--- config.mk ---
export PLATFORM = sky130hd
export DESIGN_NAME = pad_top
export DESIGN_NICKNAME = d
export VERILOG_FILES = /design/src/pad_pkg.sv /design/src/pad_latch.sv /design/src/pad_term.sv /design/src/pad_top.sv
export SDC_FILE = /design/constraint.sdc
export NUM_CORES = 1
export LEC_CHECK = 0
export CAP_MARGIN = 20
export CORE_AREA = 2 2 504 506
export DETAILED_ROUTE_END_ITERATION = 16
export DIE_AREA = 0 0 506 508
export DONT_BUFFER_PORTS = 1
export PLACE_DENSITY_LB_ADDON = 0.15
export SETUP_SLACK_MARGIN = 0.5
export SLEW_MARGIN = 10
export SYNTH_ARGS = -nofsm -noshare
export SYNTH_HDL_FRONTEND = slang
export SYNTH_HIERARCHICAL = 1
export SYNTH_SLANG_ARGS = --single-unit
--- constraint.sdc ---
create_clock -name sys_clk -period 7.8 [get_ports sys_clk]
set_input_delay 0.39 -clock sys_clk [delete_from_list [all_inputs] [get_ports sys_clk]]
set_output_delay 0.39 -clock sys_clk [all_outputs]
set_load 0.01 [all_outputs]
--- src/pad_pkg.sv ---
package pad_pkg;

	// Product-term input vector layout, shared by both arrays
	localparam int IN_W = 15;
	localparam int IN_HIADDR = 0;
	localparam int IN_HIADDR_W = 5;
	localparam int IN_EXT = 5;
	localparam int IN_EXT_W = 3;
	localparam int IN_TOP = 8;
	localparam int IN_PAGE = 9;
	localparam int IN_PAGE_W = 4;
	localparam int IN_RD = 13;
	localparam int IN_WR = 14;

	// Output counts and terms per output
	localparam int NUM_EPROM = 8;
	localparam int NUM_WIDE = 4;
	localparam int WIDE_TERMS = 4;
	localparam int NUM_MID = 4;
	localparam int MID_TERMS = 2;
	localparam int NUM_NARROW = 3;

	// Term slots in the configuration
	localparam int T_EPROM = 0;
	localparam int T_SRAM = T_EPROM + NUM_EPROM;
	localparam int T_IO = T_SRAM + 1;
	localparam int T_TIN = T_IO + 1;
	localparam int T_TAOUT = T_TIN + 1;
	localparam int T_TDOUT = T_TAOUT + 1;
	localparam int T_WIDE = T_TDOUT + 1;
	localparam int T_MID = T_WIDE + NUM_WIDE * WIDE_TERMS;
	localparam int T_NARROW = T_MID + NUM_MID * MID_TERMS;
	localparam int NUM_TERMS = T_NARROW + NUM_NARROW;

	localparam int AD_W = 8;
	localparam logic [AD_W-1:0] AD_RESET = 8'h00;

	// One programmed AND term: care bits select literals, match gives polarity
	typedef struct packed {
		logic en;
		logic [IN_W-1:0] care;
		logic [IN_W-1:0] match;
	} pad_term_t;

	// Non-volatile configuration image
	typedef struct packed {
		logic use_powerdown;
		logic track_mode;
		logic [NUM_NARROW-1:0] pc_is_select;
		pad_term_t [NUM_TERMS-1:0] terms;
	} pad_cfg_t;

	// Internal selects, active high
	typedef struct packed {
		logic [NUM_EPROM-1:0] eprom_bank_selects;
		logic sram_select;
		logic io_space_select;
		logic track_in_select;
		logic track_addr_out_select;
		logic track_data_out_select;
	} pad_int_sel_t;

	localparam pad_int_sel_t INT_SEL_IDLE = '0;

endpackage

--- src/pad_latch.sv ---
module pad_latch
	import pad_pkg::*;
(
	// Clock and reset
	input wire logic sys_clk,
	input wire logic sys_rst,
	// Host bus
	input wire logic address_latch_strobe,
	input wire logic [AD_W-1:0] ad_in,
	// Demultiplexed low address
	output logic [AD_W-1:0] low_addr
);

	// Follows the bus while the strobe is high, holds after its trailing edge
	wire logic [AD_W-1:0] next_low_addr = address_latch_strobe ? ad_in : low_addr;

	always_ff @(posedge sys_clk) begin
		if (sys_rst) begin
			low_addr <= AD_RESET;
		end else begin
			low_addr <= next_low_addr;
		end
	end

endmodule

--- src/pad_term.sv ---
module pad_term
	import pad_pkg::*;
(
	// Programmed term
	input wire pad_term_t term,
	// Shared decoder inputs
	input wire logic [IN_W-1:0] in_vec,
	// Result
	output logic hit
);

	wire logic [IN_W-1:0] mismatch = (in_vec ^ term.match) & term.care;

	// Unused terms read false, so an empty sum stays deselected
	assign hit = term.en & ~(|mismatch);

endmodule

--- src/pad_top.sv ---
// Behaviour
// - Power-down input high forces outputs inactive
// - Top pin as address is term input
// - Port C pins give address bits 16-18
// - Address bits 11-15 feed every term
// - Four page bits feed every term
// - Read and write strobes feed every term
// - Address latch strobe demultiplexes low address
// - Reset deselects outputs, never a term
// - Eight bank selects, one term each
// - SRAM select from one term
// - I/O space select from one term
// - Track input select gated by read
// - Track address out gated by latch strobe
// - Track data out select drives Port A
// - Four chip selects, four terms each
// - Four chip selects, two terms each
// - Three chip selects, one term each
// - Port C pin: address input or select
// - Both arrays share one input set
module pad_top
	import pad_pkg::*;
(
	// Clock and reset
	input wire logic sys_clk,
	input wire logic sys_rst,
	// Configuration image
	input wire pad_cfg_t cfg,
	// Host address and control
	input wire logic [IN_HIADDR_W-1:0] hi_addr,
	input wire logic top_address_or_powerdown,
	input wire logic read_strobe,
	input wire logic write_strobe,
	input wire logic address_latch_strobe,
	input wire logic [AD_W-1:0] ad_in,
	// Page register
	input wire logic [IN_PAGE_W-1:0] page_bits,
	// Port C pins
	input wire logic [NUM_NARROW-1:0] port_c_in,
	output logic [NUM_NARROW-1:0] port_c_out,
	output logic [NUM_NARROW-1:0] port_c_oe,
	// Internal selects
	output pad_int_sel_t int_sel,
	output logic powered_down,
	// External chip selects, active low
	output logic [NUM_WIDE-1:0] wide_chip_selects_n,
	output logic [NUM_MID-1:0] mid_chip_selects_n,
	// Track mode steering
	output logic track_ad_drive_en,
	output logic track_porta_addr_en,
	output logic track_porta_data_en,
	output logic [AD_W-1:0] track_porta_addr
);

	wire logic [AD_W-1:0] low_addr;
	wire logic [NUM_TERMS-1:0] hits;
	wire logic [IN_W-1:0] in_vec;
	wire logic [IN_EXT_W-1:0] ext_addr;
	wire logic pd_req;
	wire logic top_addr;
	wire logic force_off;
	wire logic [NUM_WIDE-1:0] wide_sum;
	wire logic [NUM_MID-1:0] mid_sum;
	wire logic [NUM_NARROW-1:0] narrow_sum;
	wire pad_int_sel_t raw_sel;
	wire pad_int_sel_t next_int_sel;
	wire logic [NUM_WIDE-1:0] next_wide_n;
	wire logic [NUM_MID-1:0] next_mid_n;
	wire logic [NUM_NARROW-1:0] next_pc_out;
	wire logic [NUM_NARROW-1:0] next_pc_oe;
	wire logic next_ad_drive;
	wire logic next_pa_addr;
	wire logic next_pa_data;

	pad_latch u_latch (
		.sys_clk(sys_clk),
		.sys_rst(sys_rst),
		.address_latch_strobe(address_latch_strobe),
		.ad_in(ad_in),
		.low_addr(low_addr)
	);

	// Top pin split between power-down and address use
	assign pd_req = cfg.use_powerdown & top_address_or_powerdown;
	assign top_addr = ~cfg.use_powerdown & top_address_or_powerdown;

	// A pin serving as a chip select offers no address bit, so it reads as zero
	assign ext_addr = port_c_in & ~cfg.pc_is_select;

	// Reset is kept out of the vector so no equation can see it
	assign in_vec[IN_HIADDR +: IN_HIADDR_W] = hi_addr;
	assign in_vec[IN_EXT +: IN_EXT_W] = ext_addr;
	assign in_vec[IN_TOP] = top_addr;
	assign in_vec[IN_PAGE +: IN_PAGE_W] = page_bits;
	assign in_vec[IN_RD] = read_strobe;
	assign in_vec[IN_WR] = write_strobe;

	// Every term of both arrays sees the same vector
	genvar t;
	generate
		for (t = 0; t < NUM_TERMS; t++) begin : g_term
			pad_term u_term (
				.term(cfg.terms[t]),
				.in_vec(in_vec),
				.hit(hits[t])
			);
		end
	endgenerate

	// First array: one term per internal select
	assign raw_sel.eprom_bank_selects = hits[T_EPROM +: NUM_EPROM];
	assign raw_sel.sram_select = hits[T_SRAM];
	assign raw_sel.io_space_select = hits[T_IO];
	assign raw_sel.track_in_select = hits[T_TIN];
	assign raw_sel.track_addr_out_select = hits[T_TAOUT];
	assign raw_sel.track_data_out_select = hits[T_TDOUT];

	// Second array: sums of products
	genvar w;
	generate
		for (w = 0; w < NUM_WIDE; w++) begin : g_wide
			assign wide_sum[w] = |hits[T_WIDE + w * WIDE_TERMS +: WIDE_TERMS];
		end
		for (w = 0; w < NUM_MID; w++) begin : g_mid
			assign mid_sum[w] = |hits[T_MID + w * MID_TERMS +: MID_TERMS];
		end
	endgenerate

	assign narrow_sum = hits[T_NARROW +: NUM_NARROW];

	assign force_off = sys_rst | pd_req;

	assign next_int_sel = force_off ? INT_SEL_IDLE : raw_sel;
	assign next_wide_n = ~(wide_sum & {NUM_WIDE{~force_off}});
	assign next_mid_n = ~(mid_sum & {NUM_MID{~force_off}});
	// Port C selects are active low; an input pin stays undriven
	assign next_pc_out = ~(narrow_sum & {NUM_NARROW{~force_off}});
	assign next_pc_oe = cfg.pc_is_select;

	// Track steering is gated outside the array, so it follows the same forcing
	assign next_ad_drive = cfg.track_mode & next_int_sel.track_in_select & read_strobe;
	assign next_pa_addr = cfg.track_mode & next_int_sel.track_addr_out_select
		& address_latch_strobe;
	// Write qualification lives in the programmed term itself
	assign next_pa_data = cfg.track_mode & next_int_sel.track_data_out_select;

	// Registered outputs: one clock behind the inputs, track_porta_addr two behind ad_in via the latch, glitch free
	always_ff @(posedge sys_clk) begin
		if (sys_rst) begin
			int_sel <= INT_SEL_IDLE;
			wide_chip_selects_n <= '1;
			mid_chip_selects_n <= '1;
			port_c_out <= '1;
			port_c_oe <= '0;
			powered_down <= 1'b0;
			track_ad_drive_en <= 1'b0;
			track_porta_addr_en <= 1'b0;
			track_porta_data_en <= 1'b0;
			track_porta_addr <= AD_RESET;
		end else begin
			int_sel <= next_int_sel;
			wide_chip_selects_n <= next_wide_n;
			mid_chip_selects_n <= next_mid_n;
			port_c_out <= next_pc_out;
			port_c_oe <= next_pc_oe;
			powered_down <= pd_req;
			track_ad_drive_en <= next_ad_drive;
			track_porta_addr_en <= next_pa_addr;
			track_porta_data_en <= next_pa_data;
			track_porta_addr <= low_addr;
		end
	end

endmodule

==> Yosys cells after proc, flatten, opt, wreduce, memory -nomap -nowiden <==
Cells that the tools add are included.
{ "op_classes": {"n_shift": 0, "n_eq_ne": 0, "reduce_logical": 49, "multipliers": 0, "n_bitwise": 178, "muxes": 1, "order_cmp": 0, "addsub": 0, "div": 0} }
{ "op_table": {"columns": ["op", "n"], "rows": [
  ["$and A15 B15 Y15", 40],
  ["$reduce_or A15 Y1", 40],
  ["$xor A15 B15 Y15", 40],
  ["$and A1 B1 Y1", 47],
  ["$not A1 Y1", 42],
  ["$reduce_or A4 Y1", 4],
  ["$reduce_or A2 Y1", 5],
  ["$and A4 B4 Y4", 2],
  ["$not A4 Y4", 2],
  ["$and A3 B3 Y3", 2],
  ["$not A3 Y3", 2],
  ["$mux W3", 1],
  ["$or A1 B1 Y1", 1]
]} }
{ "word_totals": {"ram_bits": 0, "inputBits": 1271, "regBits": 47, "romBits": 0, "latch_bits": 0, "wordCells": 244, "output_inout_bits": 39, "n_memories": 0} }

==> Longest topological paths before layout <==
{ "logic_depth": {"word_depth": 10, "ltp_mapped": 7, "ltp_nobuf": 7} }

==> By module <==
The synthesis kept the hierarchy.
{ "modules_own_cells": {"columns": ["mod", "cells_each", "n_inst", "area_each_um2"], "rows": [
  ["pad_term", 27, 40, 212.7],
  ["pad_top", 91, 1, 1124.8],
  ["pad_latch", 26, 1, 285.3]
]} }

==> Worst setup path after synthesis <==
No wires, ideal clock.
{ "synth_path": {"path_kind": "in2reg", "startpoint": "in cfg[1242] in the netlist's numbering", "endpoint": "reg track_ad_drive_en", "path_slack_ns": 4.030, "stages": 7, "t_arrival_ns": 3.678, "setup_time_ns": 0.092, "cell_sequence": "nor2b_1 -> xor2_1 -> a22oi_1 -> nand4_1 -> nor3_2 -> nand2_1 -> nor4_1"} }
{ "synth_via": {"elab_chain_cells": 10} }
{ "synth_lines": {"columns": ["item", "line_no", "text"], "rows": [
  ["start: declaration", "pad_top.sv:28", "input wire pad_cfg_t cfg,"],
  ["$not A3 Y3", "pad_top.sv:88", "assign ext_addr = port_c_in & ~cfg.pc_is_select;"],
  ["$and A3 B3 Y3", "pad_top.sv:88", null],
  ["$xor A15 B15 Y15", "pad_term.sv:12", "wire logic [IN_W-1:0] mismatch = (in_vec ^ term.match) & term.care;"],
  ["$and A15 B15 Y15", "pad_term.sv:12", null],
  ["$reduce_or A15 Y1", "pad_term.sv:15", "assign hit = term.en & ~(|mismatch);"],
  ["$not A1 Y1", "pad_term.sv:15", null],
  ["$and A1 B1 Y1", "pad_term.sv:15", null],
  ["net hits[10]", "pad_top.sv:56", "wire logic [NUM_TERMS-1:0] hits;"],
  ["$mux W3", "pad_top.sv:133", "assign next_int_sel = force_off ? INT_SEL_IDLE : raw_sel;"],
  ["$and A1 B1 Y1 (2 in a row)", "pad_top.sv:141", "assign next_ad_drive = cfg.track_mode & next_int_sel.track_in_select & read_strobe;"],
  ["end signal: assignment", "pad_top.sv:167", "track_ad_drive_en <= next_ad_drive;"],
  ["end: declaration", "pad_top.sv:49", "output logic track_ad_drive_en,"]
]} }
The timed path passes the listed nets, and every way through them passes these cells.
A chain may end at the register's enable or synchronous reset.

==> Final worst setup path <==
{ "layout_path": {"startpoint": "in port_c_in[1]", "endpoint": "reg wide_chip_selects_n[2]"} }
{ "layout_via": {"elab_chain_cells": 9, "elab_cells_between_ends": 24, "cone_classes": "19 x bitwise; 5 x reduce/logical"} }
{ "layout_lines": {"columns": ["item", "line_no", "text"], "rows": [
  ["start: declaration", "pad_top.sv:39", "input wire logic [NUM_NARROW-1:0] port_c_in,"],
  ["$and A3 B3 Y3", "pad_top.sv:88", null],
  ["$xor A15 B15 Y15", "pad_term.sv:12", null],
  ["$and A15 B15 Y15", "pad_term.sv:12", null],
  ["$reduce_or A15 Y1", "pad_term.sv:15", null],
  ["$not A1 Y1", "pad_term.sv:15", null],
  ["$and A1 B1 Y1", "pad_term.sv:15", null],
  ["net hits[23]", "pad_top.sv:56", null],
  ["$reduce_or A4 Y1", "pad_top.sv:122", "assign wide_sum[w] = |hits[T_WIDE + w * WIDE_TERMS +: WIDE_TERMS];"],
  ["$and A4 B4 Y4", "pad_top.sv:134", "assign next_wide_n = ~(wide_sum & {NUM_WIDE{~force_off}});"],
  ["$not A4 Y4", "pad_top.sv:134", null],
  ["end signal: assignment", "pad_top.sv:162", "wide_chip_selects_n <= next_wide_n;"],
  ["end: declaration", "pad_top.sv:46", "output logic [NUM_WIDE-1:0] wide_chip_selects_n,"]
]} }
The timed path passes the listed nets, and every way through them passes these cells.

==> results.ini <==
[die]
io_pins = 1310
start_util = 0.03931
die_x_um = 506
die_h_um = 508
coreArea_sq_um = 252300
rows = 185
dieArea_sq_um = 257000

[drt]
first_pass_iters = 5
vias = 11140
drc = 0
drtIter0Drc = 738
via_per_inst = 2.410
ant_nets = 0
routedWlPerCell_um = 28.29
drt-total-wl_um = 130700

[cells_and_area]
final_nets = 2487
areaGrowthSynthToFinish_pct = 46.26
utilization = 0.05750
fillers = 29990
drive_gt1_frac = 0.06163

[power_and_ir_drop]
switching_share = 0.4799
share_clk_of_total_power = 0.285
p_sw_uw = 565.6
p_leak_uw = 0.004436
intPower_uw = 613.0
p_per_area_nw_per_um2 = 81.25
p_comb_frac = 0.498
finalPower_uw = 1179
peakVddDrop_mv = 0.1063
seqPwrFrac = 0.217

[placed_design]
place.gp.congestion = 0.9547
place.detailed.hpwl_um = 107500
place.port_buffers = 0

[timing]
slew_violations = 0
clock.fmax_mhz = 377.9
holdWs_ns = 0.09127
finalHoldViolations = 0
slew_headroom = 0.2914
tightest_slew_ns = 1.063
rsz0062_at_grt = no
finalCritPeriodShare = 0.3393
clock_skew_ns = 0.02759
min_period_ns = 2.646
final.setup.tns_ns = 0
setup_viol = 0

[synth]
synth_nets = 2468
synth.distinct_cells = 22
synth-main-ff-cell = dfxtp_1
synth_area_sq_um = 9918
syn_inst = 1197
synth_warnings = 6
synth-seq-area-share = 0.09487
async_flop_share = 0
synth_top_area_cell = xor2_1
synth_edf_count = 0
synth_seq_cells = 47
avgSynthCellArea_sq_um = 8.286
synthTopCellsByArea = xor2_1 53%, a22oi_1 21%, dfxtp_1 9.5%
yosys.area.top_type_share = 0.5298

[outcome]
status = finished clean

[clocking]
clock-sinks = 47
clk_pin_slew_ns = 0.12
cts_made_buffers = 5
cts_setup_buffers = 0
cts-root-buf = clkbuf_16
htreeDepth = 2
cts_max_path_buffers = 2
clock_latency_ns = 0.41
cts_tree = built

[setup_path]
path_max_fanout = 13
arrival_ns = 2.91
cp.required_ns = 8.07
critPathLaunchType = primary input
path_class = in -> reg
crit_path_end_kind = register

[global_routing]
grt_start_max_net_pins = 42
antenna_found_initial = 77
grt-ovfl-total = 0
grt_usage = 0.09596
grt_pass1_wl_um = 152900
grt_pass1_vias = 12290

[hold_path]
worstHoldPathType = in -> reg

[job]
max_cap_viol_count = 0

layer usage:
metal  vias up  GRT usage  wire length, um
li1       4433          -                -
met1      5271    0.08760            41910
met2      1113     0.1805            68670
met3       299    0.03176            11500
met4        24    0.06256             8497
met5         -  0.0001852              162
synth_stat cells, types with 2 or more instances:
library cell and number:
a22oi_1 280, and2_1 13, and2b_2 4, buf_6 3
dfxtp_1 47, mux2i_1 8, nand2_1 86, nand3_1 40
nand4_1 40, nor2_1 9, nor2b_1 11, nor3_2 40
nor4_1 2, o21ai_0 4, o41ai_1 4, xor2_1 600
cells in the final DEF, fill, tap and decap left out, types with 4 or more instances in the layout:
master,n
xor2_1,599
and2b_2,4
nor2_1,9
mux2i_1,8
and2_1,13
o21ai_0,4
clkbuf_16,5
nor3_2,40
nor2b_1,7
o41ai_1,4
a22oi_1,280
nand2_1,86
buf_4,15
diode_2,39
nor2b_4,4
nand3_1,40
dfxtp_1,47
nand4_1,40
state kept, by name, indices dropped and copies added (netlist names):
name,flops
track_ad_drive_en,1
track_porta_data_en,1
track_porta_addr,8
powered_down,1
u_latch/low_addr,8
wide_chip_selects_n,4
port_c_oe,3
int_sel,13
mid_chip_selects_n,4
track_porta_addr_en,1
port_c_out,3
layout make-up:
cell class / count / area [sq um] / share of cell area
timing repair buffer: 17 / 133.9 / 0.009229
clock buffer: 5 / 125.1 / 0.008625
inverter: 1 / 3.754 / 0.0002588
tap: 3366 / 4212 / 0.2903
sequential: 47 / 940.9 / 0.06486
multi-input combinational: 1144 / 8966 / 0.6181
antenna: 39 / 97.59 / 0.006728
clock inverter: 3 / 27.53 / 0.001898
metrics by stage:
stage | worst slack, ns | cells | area (sq um)
final | 5.154 | 4622 | 14510
after global routing | 5.169 | 4616 | 14490
after CTS | 5.270 | 4583 | 14410
after detailed placement | 4.787 | 4574 | 14250
after global placement | 4.354 | 4573 | 14230
after floorplan | 4.030 | 1197 | 9918
path summary, 6_finish.rpt:
path / slack (ns) / depth (start not counted) / start / to
max: 5.15 / 7 / port_c_in[1] / wide_chip_selects_n[2]
min: 0.09 / 1 / sys_rst / u_latch/low_addr[4]
max reg2reg: 7.18 / 1 / u_latch/low_addr[7] / track_porta_addr[7]
min reg2reg: 0.47 / 1 / u_latch/low_addr[1] / track_porta_addr[1]
logic make-up (layout without fill, tap and decap cells):
logic type	Yosys count	in the layout	share of synthesized area
other cells	0	39	0
mux	8	8	0.008074
flops	47	47	0.09487
buf+inv	6	26	0.004919
compound gates	290	290	0.2200
simple gates	246	246	0.1423
xor+xnor	600	600	0.5298
worst max-delay path, cell delays in order:
cell	delay, ns
nor2b_4	0.51
buf_4	0.49
xor2_1	0.13
a22oi_1	0.27
nand2_1	0.13
nor3_2	0.77
o41ai_1	0.10
timing repair:
item / in CTS / in global routing
hold buffers: 1 / 0
endpoints found under the hold margin: 2 / 0
setup endpoints to repair: 0 / 0
resized for setup: 0 / 0
power groups by stage:
stage	registers (uW)	logic [uW]	clock network (uW)
after global placement	263	596	0
after global routing	257	635	389
after CTS	258	600	400
after detailed placement	263	596	0
final	256	587	336
after floorplan	255	378	0
No activity file was read; power rests on OpenSTA's default activity.
